$ cat src/hdl/rail_regs_defines.vh
// Constants for the rail control register bank.
`ifndef RAIL_REGS_DEFINES_VH
`define RAIL_REGS_DEFINES_VH

// ---------------------------------------------------------------
// Register offsets.
// ---------------------------------------------------------------
`define ADDR_SUPPLY_WRITE_MASK    9'h034
`define ADDR_SDIO_RAIL_CONTROL    9'h04d
`define ADDR_PANEL_SWITCH_CONTROL 9'h04f

// ---------------------------------------------------------------
// Reset values.
// ---------------------------------------------------------------
`define RST_SUPPLY_WRITE_MASK     8'h00
`define RST_SDIO_RAIL_CONTROL     8'h64
`define RST_PANEL_SWITCH_CONTROL  8'h24

// ---------------------------------------------------------------
// Field positions.
// ---------------------------------------------------------------
`define STATE_LSB                 0
`define STATE_MSB                 2
`define EXIT_LSB                  3
`define EXIT_MSB                  5
`define VSEL_LSB                  6
`define VSEL_MSB                  7

// ---------------------------------------------------------------
// Field codes.
// ---------------------------------------------------------------
`define STATE_OFF                 3'h4
`define STATE_LOW_POWER           3'h5
`define VSEL_1V8                  2'h0
`define VSEL_3V3                  2'h1

// Writable bits of the panel register; bits 7:6 are reserved.
`define PANEL_WRITABLE            8'h3f

`endif

$ cat src/hdl/rail_control_regs.v
// Register bank for the card supply rail and panel power switch.
`timescale 1ns/1ps
`include "rail_regs_defines.vh"

module rail_control_regs (
  core_clk,
  nrst,
  reg_wr_en,
  reg_rd_en,
  reg_addr,
  reg_wdata,
  reg_rdata,
  reg_addr_hit,
  standby_exit_pin,
  card_uv_raw,
  card_oc_raw,
  card_rail_state,
  card_rail_exit_state,
  card_rail_voltage_sel,
  card_rail_enable,
  card_rail_low_power,
  card_rail_ldo_mode,
  card_rail_switch_mode,
  card_rail_fault,
  panel_switch_state,
  panel_switch_exit_state,
  panel_switch_enable,
  panel_switch_low_power
);
  parameter AW = 9;  // Register address width.

  input  wire          core_clk;                 // 20 MHz device clock.
  input  wire          nrst;                     // Asynchronous reset, active low.
  input  wire          reg_wr_en;                // Write strobe from the SPI front end.
  input  wire          reg_rd_en;                // Read strobe from the SPI front end.
  input  wire [AW-1:0] reg_addr;                 // Register address.
  input  wire [7:0]    reg_wdata;                // Write data.
  output reg  [7:0]    reg_rdata;                // Read data, registered.
  output wire          reg_addr_hit;             // Address maps to this bank.
  input  wire          standby_exit_pin;         // Standby-exit request level.
  input  wire          card_uv_raw;              // Card rail under-voltage comparator.
  input  wire          card_oc_raw;              // Card rail over-current comparator.
  output wire [2:0]    card_rail_state;          // Card rail state field.
  output wire [2:0]    card_rail_exit_state;     // Card rail exit state field.
  output wire [1:0]    card_rail_voltage_sel;    // Card rail voltage select field.
  output reg           card_rail_enable;         // Card rail on.
  output reg           card_rail_low_power;      // Card rail in low-power operation.
  output reg           card_rail_ldo_mode;       // Card rail running as regulator.
  output reg           card_rail_switch_mode;    // Card rail running as switch.
  output reg           card_rail_fault;          // Qualified card rail fault.
  output wire [2:0]    panel_switch_state;       // Panel switch state field.
  output wire [2:0]    panel_switch_exit_state;  // Panel switch exit state field.
  output reg           panel_switch_enable;      // Panel switch on.
  output reg           panel_switch_low_power;   // Panel switch low-power.

  // ---------------------------------------------------------------
  // Register storage and decode.
  // ---------------------------------------------------------------
  reg  [7:0] mask_r;      // Write mask register.
  reg  [1:0] vsel_r;      // Card rail voltage select, bits 7:6.
  reg  [1:0] vsel_nxt;    // Next voltage select.
  reg        exit_d_r;    // Delayed exit pin for edge detection.
  wire       exit_pulse;  // Rising edge of the exit pin.
  wire       hit_mask;    // Mask register addressed.
  wire       hit_sdio;    // Card rail register addressed.
  wire       hit_panel;   // Panel register addressed.
  wire [7:0] sdio_value;  // Assembled card register.
  wire [7:0] panel_value; // Assembled panel register.

  // Reset images held at full width, so that each field is taken by a
  // part-select rather than by silent truncation of a shifted constant.
  localparam [7:0] SDIO_RST  = `RST_SDIO_RAIL_CONTROL;     // Card register reset image.
  localparam [7:0] PANEL_RST = `RST_PANEL_SWITCH_CONTROL;  // Panel register reset image.

  assign hit_mask     = (reg_addr == `ADDR_SUPPLY_WRITE_MASK);
  assign hit_sdio     = (reg_addr == `ADDR_SDIO_RAIL_CONTROL);
  assign hit_panel    = (reg_addr == `ADDR_PANEL_SWITCH_CONTROL);
  assign reg_addr_hit = hit_mask | hit_sdio | hit_panel;

  // The exit pin is a level; only its rising edge copies fields, so a
  // held pin cannot undo later SPI writes to the state field.
  assign exit_pulse = standby_exit_pin & ~exit_d_r;

  // ---------------------------------------------------------------
  // Mask register and exit edge register.
  // ---------------------------------------------------------------
  always @(posedge core_clk or negedge nrst) begin
    if (!nrst) begin
      mask_r   <= `RST_SUPPLY_WRITE_MASK;
      exit_d_r <= 1'b0;
    end else begin
      exit_d_r <= standby_exit_pin;
      if (reg_wr_en && hit_mask) begin
        mask_r <= reg_wdata;
      end
    end
  end

  // ---------------------------------------------------------------
  // Card rail: state and exit fields in a slice, voltage here.
  // ---------------------------------------------------------------
  rail_state_slice #(
    .RESET_VALUE (SDIO_RST[`EXIT_MSB:`STATE_LSB])
  ) u_card_slice (
    .core_clk   (core_clk),
    .nrst       (nrst),
    .wr_en      (reg_wr_en & hit_sdio),
    .wr_data    (reg_wdata[5:0]),
    .wr_mask    (mask_r[5:0]),
    .exit_pulse (exit_pulse),
    .state_out  (card_rail_state),
    .exit_out   (card_rail_exit_state)
  );

  // Voltage select under the same mask.
  always @* begin
    vsel_nxt = vsel_r;
    if (reg_wr_en && hit_sdio) begin
      vsel_nxt = (vsel_r & mask_r[`VSEL_MSB:`VSEL_LSB]) |
                 (reg_wdata[`VSEL_MSB:`VSEL_LSB] & ~mask_r[`VSEL_MSB:`VSEL_LSB]);
    end
  end

  // Voltage select storage, reset to 3.3 V.
  always @(posedge core_clk or negedge nrst) begin
    if (!nrst) begin
      vsel_r <= SDIO_RST[`VSEL_MSB:`VSEL_LSB];
    end else begin
      vsel_r <= vsel_nxt;
    end
  end

  assign card_rail_voltage_sel = vsel_r;
  assign sdio_value = {vsel_r, card_rail_exit_state, card_rail_state};

  // ---------------------------------------------------------------
  // Panel switch: bits 7:6 reserved, not stored.
  // ---------------------------------------------------------------
  rail_state_slice #(
    .RESET_VALUE (PANEL_RST[`EXIT_MSB:`STATE_LSB])
  ) u_panel_slice (
    .core_clk   (core_clk),
    .nrst       (nrst),
    .wr_en      (reg_wr_en & hit_panel),
    .wr_data    (reg_wdata[5:0]),
    .wr_mask    (mask_r[5:0]),
    .exit_pulse (exit_pulse),
    .state_out  (panel_switch_state),
    .exit_out   (panel_switch_exit_state)
  );

  assign panel_value = {2'b00, panel_switch_exit_state, panel_switch_state};

  // ---------------------------------------------------------------
  // Read path: registered data; unmapped addresses read zero.
  // ---------------------------------------------------------------
  always @(posedge core_clk or negedge nrst) begin
    if (!nrst) begin
      reg_rdata <= 8'h00;
    end else if (reg_rd_en) begin
      if (hit_mask) begin
        reg_rdata <= mask_r;
      end else if (hit_sdio) begin
        reg_rdata <= sdio_value;
      end else if (hit_panel) begin
        reg_rdata <= panel_value & `PANEL_WRITABLE;
      end else begin
        reg_rdata <= 8'h00;
      end
    end
  end

  // ---------------------------------------------------------------
  // Rail controls decoded from fields, registered. Reserved state
  // codes 0 to 3 hold the rail off, the safe reading.
  // ---------------------------------------------------------------
  always @(posedge core_clk or negedge nrst) begin
    if (!nrst) begin
      card_rail_enable       <= 1'b0;
      card_rail_low_power    <= 1'b0;
      card_rail_ldo_mode     <= 1'b0;
      card_rail_switch_mode  <= 1'b0;
      card_rail_fault        <= 1'b0;
      panel_switch_enable    <= 1'b0;
      panel_switch_low_power <= 1'b0;
    end else begin
      card_rail_enable       <= card_rail_state[2] & (card_rail_state != `STATE_OFF);
      card_rail_low_power    <= (card_rail_state == `STATE_LOW_POWER);
      // Reserved voltage codes select neither mode.
      card_rail_ldo_mode     <= (vsel_r == `VSEL_1V8);
      card_rail_switch_mode  <= (vsel_r == `VSEL_3V3);
      // Faults only count while regulating; a switch has no monitor.
      card_rail_fault        <= (vsel_r == `VSEL_1V8) &
                                card_rail_state[2] & (card_rail_state != `STATE_OFF) &
                                (card_uv_raw | card_oc_raw);
      panel_switch_enable    <= panel_switch_state[2] &
                                (panel_switch_state != `STATE_OFF);
      panel_switch_low_power <= (panel_switch_state == `STATE_LOW_POWER);
    end
  end

endmodule // rail_control_regs

$ cat src/hdl/rail_state_slice.v
// One rail's state and standby-exit fields with masked write and exit copy.
`timescale 1ns/1ps

module rail_state_slice (
  core_clk,
  nrst,
  wr_en,
  wr_data,
  wr_mask,
  exit_pulse,
  state_out,
  exit_out
);
  input  wire       core_clk;    // Device clock.
  input  wire       nrst;        // Asynchronous reset, active low.
  input  wire       wr_en;       // Write strobe for this register.
  input  wire [5:0] wr_data;     // Written bits 5:0.
  input  wire [5:0] wr_mask;     // Mask bits 5:0; a one keeps the old bit.
  input  wire       exit_pulse;  // One-cycle standby-exit event.
  output wire [2:0] state_out;   // Present rail state field.
  output wire [2:0] exit_out;    // Stored standby-exit state field.

  parameter [5:0] RESET_VALUE = 6'h24;  // Reset value of bits 5:0.

  reg  [5:0] bits_r;    // Field storage.
  reg  [5:0] bits_nxt;  // Next value.

  assign state_out = bits_r[`STATE_MSB:`STATE_LSB];
  assign exit_out  = bits_r[`EXIT_MSB:`EXIT_LSB];

  // ---------------------------------------------------------------
  // Next value: a write goes first; an exit event then copies the
  // exit field into the state field, so an exit in the same cycle
  // as a write sees the freshly written exit code.
  // ---------------------------------------------------------------
  always @* begin
    bits_nxt = bits_r;
    if (wr_en) begin
      bits_nxt = (bits_r & wr_mask) | (wr_data & ~wr_mask);
    end
    // Only codes with the top bit set (4 to 7) are copied.
    if (exit_pulse && bits_nxt[`EXIT_MSB]) begin
      bits_nxt[`STATE_MSB:`STATE_LSB] = bits_nxt[`EXIT_MSB:`EXIT_LSB];
    end
  end

  // Storage with asynchronous reset to a constant.
  always @(posedge core_clk or negedge nrst) begin
    if (!nrst) begin
      bits_r <= RESET_VALUE;
    end else begin
      bits_r <= bits_nxt;
    end
  end

endmodule // rail_state_slice

$ cat config.mk
export PLATFORM = sky130hd
export DESIGN_NAME = rail_control_regs
export DESIGN_NICKNAME = d
export VERILOG_FILES = /design/src/hdl/rail_control_regs.v /design/src/hdl/rail_state_slice.v
export VERILOG_INCLUDE_DIRS = /design/src /design/src/hdl
export SDC_FILE = /design/constraint.sdc
export NUM_CORES = 1
export LEC_CHECK = 0
export BUFFER_PORTS_ARGS = -buffer_cell sky130_fd_sc_hd__buf_2
export CAP_MARGIN = 20
export CORE_MARGIN = 3
export CORE_UTILIZATION = 55
export DETAILED_ROUTE_END_ITERATION = 8
export GPL_TIMING_DRIVEN = 1
export PLACE_DENSITY = 0.84
export RECOVER_POWER = 100
export SLEW_MARGIN = 30
export SYNTH_ARGS = -nofsm -noshare
export SYNTH_HDL_FRONTEND = slang
export SYNTH_HIERARCHICAL = 1
export SYNTH_SLANG_ARGS = --single-unit
$ cat constraint.sdc
create_clock -name core_clk -period 2.1 [get_ports core_clk]
set_input_delay 0.105 -clock core_clk [delete_from_list [all_inputs] [get_ports core_clk]]
set_output_delay 0.105 -clock core_clk [all_outputs]
set_load 0.05 [all_outputs]
After elaboration in Yosys (flattened, before gate mapping). Index checks and enable logic that the tools add are counted.

Eq/ne operators: 8. Bitwise operators: 22. Reductions and logical operators: 7. Multiplexer cells: 7.

Operators with widths (number): AND 6 bit (3); equality test 9 x 7 -> 1 bit (second input constant) (2); two-way mux 6 bit (3); two-way mux 8 bit (2); OR 6 bit (2); equality test 9 x 6 -> 1 bit (second input constant) (1); AND 1 bit (8); equality test 3 bit (second input constant) (2); two-way mux 3 bit (2); inequality test 3 bit (second input constant) (2); inverter 6 bit (1); AND 2 bit (2); logical AND 1 bit (4); nonzero test 2 bit (2); OR 1 bit (3); equality test 2 x 1 -> 1 bit (second input constant) (1); zero test 2 bit (1); inverter 2 bit (1); OR 2 bit (1); inverter 1 bit (1).

Bits in registers: 38. Output and inout port bits: 30.

Depth between registers and ports, before layout. Gate-level depths: netlist (run 1).

Depth in word-level cells: 6. Gate-level depth with buffers: 7. Depth with buffers taken out: 6.

Modules after synthesis. Netlist (run 1), hierarchy kept.

By module, submodules not included: rail_control_regs (cells each 100, seq. area each 651.9 um^2, times used 1, area an instance 1252.5 um^2); rail_state_slice (cells each 24, seq. area each 152.6 um^2, times used 2, area an instance 306.5 um^2).

Worst setup path after synthesis (run 1). No wires, ideal clock.

Path kind: input -> register. Start point: input reg_addr[4]. End point: register u_card_slice.bits_r[0]. Setup time: 125 ps. Path slack: -16 ps. Buffers on the path: 1. Cell stages on the path: 7. Arrival: 1991 ps. Path through: nand2b_1 > buf_2 > or2_0 > nor4_1 > and2b_1 > mux2i_2 > mux2_2.

Word-level cells in the longest chain between the ends: 5.

RTL lines: start: declaration (RTL line rail_control_regs.v:36) `input wire [AW-1:0] reg_addr;`; equality test 9 x 7 -> 1 bit (no line) *; AND 1 bit * (RTL line rail_control_regs.v:107) `.wr_en (reg_wr_en & hit_sdio),`; two-way mux 6 bit (RTL line rail_state_slice.v:38) `if (wr_en) begin`; logical AND 1 bit (RTL line rail_state_slice.v:42) `` if (exit_pulse && bits_nxt[`EXIT_MSB]) begin ``; two-way mux 3 bit or nonzero test 2 bit (tied branches); end signal: assignment (RTL line rail_state_slice.v:52) `bits_r <= bits_nxt;`; end: declaration (RTL line rail_state_slice.v:25) `reg [5:0] bits_r;`.

Mark *: on every way between the ends. The rest lies on a longest branch, timed or not. The select of a mux whose other input is x is not followed. A chain may end at the register's enable or synchronous reset.

Final worst setup path (run 1).
Start point: input reg_addr[5]. End point: register u_card_slice.bits_r[0].

The elaborated chain is that of the path after synthesis.

==> results_dict.tcl, run 1 <==
set metrics [dict create \
    path_class "primary input to register" \
    yosys_warnings 6 \
    clock_skew_ps 13.26 \
    via_per_inst 5.669 \
    synth_seq_cells 38 \
    cts.reportedPaths.clkPinSlew_ps 110 \
    p_switching_mw 0.3837 \
    synth_area_mm2 0.001866 \
    r2r-end "u_card_slice/bits_r[0]$_DFFE_PN0P_" \
    cts_tree "built" \
    async_flop_share_pct 100.0 \
    rows 20 \
    ios 54 \
    num-fill-cells 263 \
    synth_top_area_share_pct 44.27 \
    start_util_pct 59.17 \
    end_kind "register" \
    finalSetupViolCount 0 \
    antenna_found_initial 0 \
    dr.pass1.iters 4 \
    grt_overflow 0 \
    p_sw_share_pct 28.03 \
    cp_max_fo 3 \
    critPathArrivalTime_ps 2000 \
    power.internal_mw 0.9851 \
    synth_ff_type "dfrtp_1" \
    fmax_mhz 565.8 \
    rsz0062_at_grt "no" \
    postCtsHoldBufs 2 \
    fin_total_pwr_mw 1.369 \
    dieHeight_um 64.24 \
    syn_area_per_cell_um2 12.60 \
    synth_top_area_cell "dfrtp_1" \
    synth.most_common_cell "dfrtp_1" \
    ys_types 29 \
    grt_pass1_wl_um 7445 \
    drt_wl_total_um 4390 \
    dieArea_mm2 0.004127 \
    hold_viol 0 \
    core_area_mm2 0.003153 \
    max-vdd-ir-drop_mv 0.4802 \
    worst-slew-pin-transition_ps 920.4 \
    r2r_start "mask_r[5]$_DFFE_PN0P_" \
    clkSinkCount 38 \
    power_density_mw_per_mm2 611.5 \
    via_count 1474 \
    slew_viol_final 0 \
    drc 0 \
    worstRegToRegCells 3 \
    multi_input_area_um2 859.6 \
    antenna_left 0 \
    synthTopCellsByCount "dfrtp_1 (33), mux2_2 (20), nor2b_1 (13)" \
    port_buffers 53 \
    syn_inst 148 \
    grt_max_degree 39 \
    drive_above_1_share_pct 24.54 \
    place_congestion 0.8241 \
    area_delta_synth_final_pct 19.99 \
    cts-root-buf "clkbuf_4" \
    track_usage_pct 23.77 \
    synthTopCellsByArea "dfrtp_1 (44%), mux2_2 (12%), dfstp_2 (7.0%)" \
    cts_resized 0 \
    p_comb_share_pct 14.4 \
    clk_latency_ps 340 \
    diodes 0 \
    yosysSeqAreaShare_pct 51.31 \
    h-tree-depth 2 \
    routedWlPerCell_um 16.88 \
    holdCritPathClass "primary input to register" \
    worstSetupStartpointType "primary input" \
    seq_area_um2 957.2 \
    die_x_um 64.24 \
    grt_pass1_vias 1571 \
    critPathRequiredTime_ps 2330 \
    p_leak_nw 1.086 \
    power.share.clock_pct 28.6 \
    hold_start "reg_wdata[6]" \
    drt-initial-drc-count 63 \
    cts_buffers 5 \
    synth_nets 172 \
    p_seq_share_pct 57.0 \
    tns_ps 0 \
    outcome "finished, final reports clean" \
    relSlewSlack_pct 38.64 \
    cts_buffer_depth 2 \
    ff2ff_setup_slack_ps 590 \
    min_path_cells 2 \
    nets 239 \
    cts_setup_buffers 0 \
    period_minus_slack_ps 1767 \
    dpl.hpwl_um 3340 \
    synth-edff-count 0 \
    timing.final.crit_share_pct 84.16 \
    maxCapViolations 0 \
]
cells by family after synthesis:
logic type	count (synthesis)	share of synthesized area [%]
and+or+nand+nor	57	20.52
DFF	38	51.31
muxes	32	19.18
AOI/OAI and AO/OA	16	7.444
buffers and inverters	5	1.543
power by group through the flow:
stage                     registers [mW]  clock network [mW]  logic, mW
after floorplan                    0.854                   0     0.0603
after global placement             0.795                   0      0.197
after detailed placement           0.797                   0      0.201
after CTS                          0.783               0.401      0.204
after global routing               0.785               0.436      0.213
final                              0.781               0.392      0.197
stage by stage:
| stage | worst slack (ps) | utilization (%) | hold slack [ps] | cell area [µm²] | cells |
|---|---|---|---|---|---|
| after floorplan | 118.9 | - | -190.6 | 1872 | 148 |
| after detailed placement | 90.50 | 70.28 | 233.1 | 2216 | 248 |
| after global routing | 222.2 | 70.99 | 4.430 | 2238 | 260 |
| after global placement | 179.7 | 70.28 | 225.6 | 2216 | 248 |
| after CTS | 452.1 | 72.82 | 0.6521 | 2296 | 258 |
| final | 332.6 | 70.99 | 12.50 | 2238 | 260 |
cell usage in the layout, fill, tap and decap left out, drive strengths merged:
| cell | instances |
|---|---|
| clkbuf | 43 |
| nor4 | 7 |
| a211o | 5 |
| and4bb | 2 |
| o211a | 1 |
| nand4bb | 2 |
| nand2b | 9 |
| nand2 | 9 |
| nor4b | 2 |
| nor3 | 1 |
| buf | 23 |
| dfstp | 5 |
| a41oi | 2 |
| o31ai | 2 |
| o21a | 2 |
| nor2b | 13 |
| mux2 | 24 |
| inv | 2 |
| and3 | 1 |
| a221o | 3 |
| dfrtp | 33 |
| nand3b | 2 |
| and2b | 2 |
| mux2i | 8 |
| nor2 | 6 |
| clkinv | 1 |
| a211oi | 1 |
| dlygate4sd3 | 4 |
| or2 | 1 |
area by class of cell:
type	instances	area share, %
Clock inverter	1	0.2236
Sequential cell	38	42.76
Clock buffer	7	2.459
Inverter	2	0.3354
Multi-Input combinational cell	105	38.40
Timing Repair Buffer	63	13.36
Tap cell	44	2.459
routing by layer:
metal	wire (µm)	GRT usage, %	up-vias
li1	-	-	683
met1	1799	28.97	721
met2	2209	42.01	61
met3	311	4.569	9
met4	70	7.916	0
met5	0	0	-
registers in the layout, summed over array words and instances, names as in the netlist, named ones only:
register	cells
card_rail_enable	1
card_rail_fault	1
card_rail_ldo_mode	1
card_rail_low_power	1
card_rail_switch_mode	1
exit_d_r	1
mask_r	8
panel_switch_enable	1
panel_switch_low_power	1
reg_rdata	8
u_card_slice/bits_r	6
u_panel_slice/bits_r	6
worst max-delay path by stage:
stage                 from  cells after the start                                   to  slack [ps]
6_report       reg_addr[5]                      7   u_card_slice/bits_r[0]$_DFFE_PN0P_         330
5_1_grt        reg_addr[5]                      8  u_panel_slice/bits_r[0]$_DFFE_PN0P_         220
4_1_cts        reg_addr[5]                      7   u_card_slice/bits_r[1]$_DFFE_PN0P_         450
3_5_place_dp   reg_addr[5]                      7   u_card_slice/bits_r[1]$_DFFE_PN0P_          90
3_3_place_gp   reg_addr[5]                      7   u_card_slice/bits_r[1]$_DFFE_PN0P_         180
2_1_floorplan  reg_addr[4]                      7  u_panel_slice/bits_r[0]$_DFFE_PN0P_         120
critical path: stages:
cell and delay, ps:
clkbuf_1 90, nand3b_4 150, or2_0 270, nor4_1 430
and2b_1 240, mux2i_1 350, mux2_2 370
(Power assumes the default switching activity.)
==> inputs of run 2 (changes only) <==
--- a/config.mk
+++ b/config.mk
@@ -9,10 +9,10 @@
 export BUFFER_PORTS_ARGS = -buffer_cell sky130_fd_sc_hd__buf_2
 export CAP_MARGIN = 20
 export CORE_MARGIN = 3
-export CORE_UTILIZATION = 55
+export CORE_UTILIZATION = 51
 export DETAILED_ROUTE_END_ITERATION = 8
 export GPL_TIMING_DRIVEN = 1
-export PLACE_DENSITY = 0.84
+export PLACE_DENSITY = 0.79
 export RECOVER_POWER = 100
 export SLEW_MARGIN = 30
 export SYNTH_ARGS = -nofsm -noshare
==> constraint.sdc (replaced) <==
create_clock -name core_clk -period 1.8 [get_ports core_clk]
set_input_delay 0.09 -clock core_clk [delete_from_list [all_inputs] [get_ports core_clk]]
set_output_delay 0.09 -clock core_clk [all_outputs]
set_load 0.05 [all_outputs]
==> run 2 against run 1 <==
  * Final area is 5.2% higher
  * Sequential power is 17% higher
  * Cell count is 1.2% higher
  * Non-clock buffer count is 1 higher
  * Register-to-register slack worse by 280 ps
  * Global-route usage is 1.2 points lower
  * Sequential cell count stayed put
  * Core utilization is 2.6 points lower
  * Sequential share of layout area is 2.1 points lower
  * Die area is 7.1% higher
  * Largest cell class unchanged
==> results_dict.tcl, run 2 (synthesized netlist as in run 1, its figures left out) <==
set metrics [dict create \
    outcome "finished, final reports clean" \
    worst-path-buf-inv 2 \
    antenna_found_initial 0 \
    core_area_mm2 0.003442 \
    diodes 0 \
    clock_skew_ps 4.708 \
    cts.reportedPaths.clkPinSlew_ps 80 \
    grt_overflow 0 \
    crit_slowest_cell "mux2_1" \
    dr.pass1.iters 4 \
    worst-slew-pin-transition_ps 907.7 \
    place_area_mm2 0.002268 \
    final_area_mm2 0.002355 \
    power_density_mw_per_mm2 853.2 \
    worstSetupStartpointType "primary input" \
    path_class "primary input to register" \
    fmax_mhz 620.2 \
    cts_buffer_depth 2 \
    timing.final.crit_share_pct 89.58 \
    grt_max_degree 39 \
    grt_pass1_wl_um 7238 \
    cts_setup_buffers 0 \
    reg_top3 "mask_r x8, reg_rdata x8" \
    maxCapViolations 0 \
    drt_wl_total_um 4569 \
    start_util_pct 54.20 \
    place_congestion 0.8241 \
    hold_viol 0 \
    cts-root-buf "clkbuf_8" \
    holdCritPathClass "primary input to register" \
    die_x_um 66.48 \
    cts_resized 0 \
    track_usage_pct 22.60 \
    h-tree-depth 2 \
    end_kind "register" \
    dieHeight_um 66.48 \
    cp_max_fo 4 \
    max-vdd-ir-drop_mv 0.6016 \
    dieArea_mm2 0.004420 \
    critPathRequiredTime_ps 1980 \
    antenna_left 0 \
    port_buffers 53 \
    period_minus_slack_ps 1612 \
    ios 54 \
    layout_common_cells "dfrtp_1 (33), clkbuf_1 (33), buf_2 (20)" \
    cts_tree "built" \
    crit_family "simple AND/OR/NAND/NOR gates" \
    finalSetupViolCount 0 \
    rows 21 \
    slew_viol_final 0 \
    slowest_delay_ps 340 \
    clk_latency_ps 290 \
    nets 240 \
    drc 0 \
    postCtsHoldBufs 2 \
    p_leak_nw 1.134 \
    area_delta_synth_final_pct 26.22 \
    cts_buffers 5 \
    clkSinkCount 38 \
    finish.utilization_pct 68.41 \
    critPathArrivalTime_ps 1790 \
    routedWlPerCell_um 17.37 \
    drt-initial-drc-count 101 \
    relSlewSlack_pct 39.48 \
    grt_pass1_vias 1556 \
    cp_cell_sequence "buf_2 -> nand3b_1 -> or2_4 -> nor3_4 -> clkbuf_1 -> nand2b_1 -> mux2_1 -> mux2_2" \
    dpl.hpwl_um 3342 \
    rsz0062_at_grt "no" \
    via_per_inst 5.635 \
    tns_ps 0 \
    drive_above_1_share_pct 30.41 \
    whs_ps 24.52 \
    via_count 1482 \
]
run 2: worst register-to-register path, cell delays in order, from the launching register on:
cell and delay (ps):
dfrtp_1 420, and2b_1 260, mux2i_2 320, mux2_2 380
run 2: stage by stage:
step	power, mW	setup WS, ps	cells
6_report	2.009	187.5	263
5_1_grt	2.093	100.1	263
4_1_cts	2.041	237.4	263
3_5_place_dp	1.169	-75.84	253
3_3_place_gp	1.163	-6.451	253
2_1_floorplan	1.070	20.66	148
run 2: per-layer routing:
metal	routed length, µm	track usage, %	vias to the layer above
met4	81	10.15	0
li1	-	-	681
met2	2302	38.54	59
met3	297	5.565	7
met5	0	0	-
met1	1887	26.73	735
run 2: path summary, 6_finish.rpt:
check | slack, ps | from | endpoint | cells past startpoint
max in group asynchronous | 770 | nrst | reg_rdata[5]$_DFFE_PN0P_ | 2
worst max-delay path | 190 | reg_addr[5] | u_panel_slice/bits_r[0]$_DFFE_PN0P_ | 8
min in group asynchronous | 460 | nrst | asynchronous set/reset pin | 2
worst min register to register | 530 | u_panel_slice/bits_r[1]$_DFFE_PN0P_ | panel_switch_low_power$_DFF_PN0_ | 1
worst min-delay path | 20 | card_uv_raw | card_rail_fault$_DFF_PN0_ | 2
worst max register to register | 310 | mask_r[5]$_DFFE_PN0P_ | u_panel_slice/bits_r[1]$_DFFE_PN0P_ | 3
run 2: power breakdown:
part	switching, mW	internal [mW]	total (mW)
clock	0.308	0.555	0.863
combinational	0.157	0.0746	0.232
sequential	0.0295	0.884	0.914
total	0.495	1.51	2.01
run 2: final cells by class:
class,instances,area (µm²)
fillers,289,1087
flip-flops and latches,38,957.2
multi-input cells,105,888.4
repair buffers,64,306.5
clock buffers,5,68.82
clock inverters,3,68.82
well taps,46,57.56
inverters,2,7.507
==> inputs of run 3 (changes only) <==
--- a/config.mk
+++ b/config.mk
@@ -9,10 +9,11 @@
 export BUFFER_PORTS_ARGS = -buffer_cell sky130_fd_sc_hd__buf_2
 export CAP_MARGIN = 20
 export CORE_MARGIN = 3
-export CORE_UTILIZATION = 51
+export CORE_UTILIZATION = 53
+export CTS_BUF_LIST = sky130_fd_sc_hd__clkbuf_2 sky130_fd_sc_hd__clkbuf_4 sky130_fd_sc_hd__clkbuf_8
 export DETAILED_ROUTE_END_ITERATION = 8
 export GPL_TIMING_DRIVEN = 1
-export PLACE_DENSITY = 0.79
+export PLACE_DENSITY = 0.84
 export RECOVER_POWER = 100
 export SLEW_MARGIN = 30
 export SYNTH_ARGS = -nofsm -noshare
==> run 3 against run 2 <==
  * Sequential cell count unchanged
  * Combinational power increased by 5%
  * Die area decreased by 3.4%
  * Sequential share of layout area decreased by 0.55 points
  * First-iteration DRC count decreased by 25%
  * Hold slack got worse by 15 ps
==> results_dict.tcl, run 3 (synthesized netlist as in run 1, its figures left out) <==
set metrics [dict create \
    outcome "finished, final reports clean" \
    hold_viol 0 \
    end_kind "register" \
    dieHeight_um 65.33 \
    period_minus_slack_ps 1588 \
    worstSetupStartpointType "primary input" \
    place_congestion 0.8190 \
    dp_cells 251 \
    p_leak_nw 1.158 \
    clk_latency_ps 360 \
    layout_commonest_cell "clkbuf_1" \
    grt_pass1_wl_um 7955 \
    antenna_found_initial 0 \
    critPathRequiredTime_ps 2050 \
    area_delta_synth_final_pct 27.97 \
    routedWlPerCell_um 17.68 \
    cts-root-buf "clkbuf_4" \
    place_area_mm2 0.002266 \
    nets 246 \
    stdcell_count 267 \
    critPathArrivalTime_ps 1840 \
    antenna_left 0 \
    rows 20 \
    cts_tree "built" \
    holdCritPathClass "primary input to register" \
    final_area_mm2 0.002387 \
    crit_end "u_card_slice/bits_r[0]$_DFFE_PN0P_" \
    timing.final.crit_share_pct 88.21 \
    relSlewSlack_pct 38.72 \
    grt_max_degree 39 \
    clkSinkCount 38 \
    cp_max_fo 4 \
    whs_ps 9.700 \
    maxCapViolations 0 \
    cts_setup_buffers 0 \
    r2r-end "card_rail_fault$_DFF_PN0_" \
    cts.reportedPaths.clkPinSlew_ps 130 \
    worst-slew-pin-transition_ps 919.3 \
    start_util_pct 58.24 \
    grt_overflow 0 \
    diodes 0 \
    dpl.hpwl_um 3393 \
    grt_pass1_vias 1627 \
    track_usage_pct 24.91 \
    layout_common_cells "clkbuf_1 (34), dfrtp_1 (33), mux2_2 (19), buf_2 (19), nor2b_1 (13)" \
    cts_buffers 5 \
    r2r_start "u_card_slice/bits_r[2]$_DFFE_PN1P_" \
    via_per_inst 5.708 \
    h-tree-depth 2 \
    rsz0062_at_grt "no" \
    ios 54 \
    ff2ff_setup_slack_ps 260 \
    cp_cell_sequence "clkbuf_1 -> nand3b_4 -> or2_0 -> nor4_4 -> and2b_1 -> mux2i_2 -> mux2_2" \
    drc 0 \
    crit_slowest_cell "mux2_2" \
    via_count 1524 \
    cts_buffer_depth 2 \
    drive_above_1_share_pct 28.70 \
    port_buffers 53 \
    reg_top3 "mask_r x8, reg_rdata x8" \
    dieArea_mm2 0.004268 \
    drt-initial-drc-count 76 \
    die_x_um 65.33 \
    clock_skew_ps 7.441 \
    dr.pass1.iters 4 \
    worstSetupStartpoint "reg_addr[5]" \
    drt_wl_total_um 4721 \
    slowest_delay_ps 360 \
    fin_total_pwr_mw 1.898 \
    fmax_mhz 629.8 \
    slew_viol_final 0 \
    core_area_mm2 0.003203 \
    path_class "primary input to register" \
    worstRegToRegCells 3 \
    finalSetupViolCount 0 \
    max-vdd-ir-drop_mv 0.8711 \
    power_density_mw_per_mm2 795.2 \
]
-- run 3: cell types whose count changed in the layout (fill, tap and decap cells not counted), moves of 2 or more --
cell | before | now
buf_4 | 6 | 4
clkbuf_4 | 1 | 7
clkbuf_8 | 5 | 0
dlygate4sd3_1 | 2 | 8
-- run 3: metrics by stage --
stage | worst slack, ps | util [%] | setup TNS, ps
final | 212.2 | 74.53 | 0
after global routing | 137.6 | 74.53 | 0
after CTS | 301.8 | 76.56 | 0
after detailed placement | -67.14 | 70.74 | -184.7
after global placement | 5.807 | 70.74 | 0
after floorplan | 20.66 | - | 0
-- run 3: worst max-delay path, delay by kind of cell --
kind / cells / cell delay, ps
simple gates: 4 / 1000
buf+inv: 1 / 90
mux: 2 / 650
-- run 3: where the power goes --
| group | internal [mW] | switching [mW] | leakage, nW | total (mW) |
|---|---|---|---|---|
| Sequential | 0.884 | 0.0284 | 0.504 | 0.913 |
| Combinational | 0.0825 | 0.160 | 0.598 | 0.243 |
| Clock | 0.434 | 0.308 | 0.0554 | 0.743 |
| Total | 1.40 | 0.497 | 1.16 | 1.90 |
-- run 3: area by class of cell --
cell class / count / area [µm²]
clock buffers: 5 / 37.54
clock inverters: 3 / 68.82
fillers: 257 / 815.8
inverters: 2 / 7.507
multi-input cells: 105 / 898.4
flip-flops and latches: 38 / 957.2
well taps: 44 / 55.05
repair buffers: 70 / 362.8
-- run 3: worst min-delay path by stage --
stage / endpoint / slack, ps / from / cells after the start
after floorplan: asynchronous set/reset pin / -210 / nrst / 0
after global placement: exit_d_r$_DFF_PN0_ / 210 / standby_exit_pin / 1
after detailed placement: exit_d_r$_DFF_PN0_ / 210 / standby_exit_pin / 1
after CTS: mask_r[4]$_DFFE_PN0P_ / 5 / reg_wdata[4] / 2
after global routing: mask_r[1]$_DFFE_PN0P_ / 8 / reg_wdata[1] / 2
final: mask_r[4]$_DFFE_PN0P_ / 10 / reg_wdata[4] / 2
-- run 3: routing by layer --
metal	share of wire [%]	vias to the layer above	global-route usage, %	routed length (µm)
met5	0	-	0	0
met4	2.2	0	9.067	106
met3	6.2	9	6.154	293
met2	51	66	43.99	2402
met1	41	752	29.17	1919
li1	-	697	-	-
-- run 3: repair_timing --
action                                 in CTS  in global routing
hold buffers                                8                  0
endpoints found under the hold margin      43                  0
gates resized for setup                     0                  0
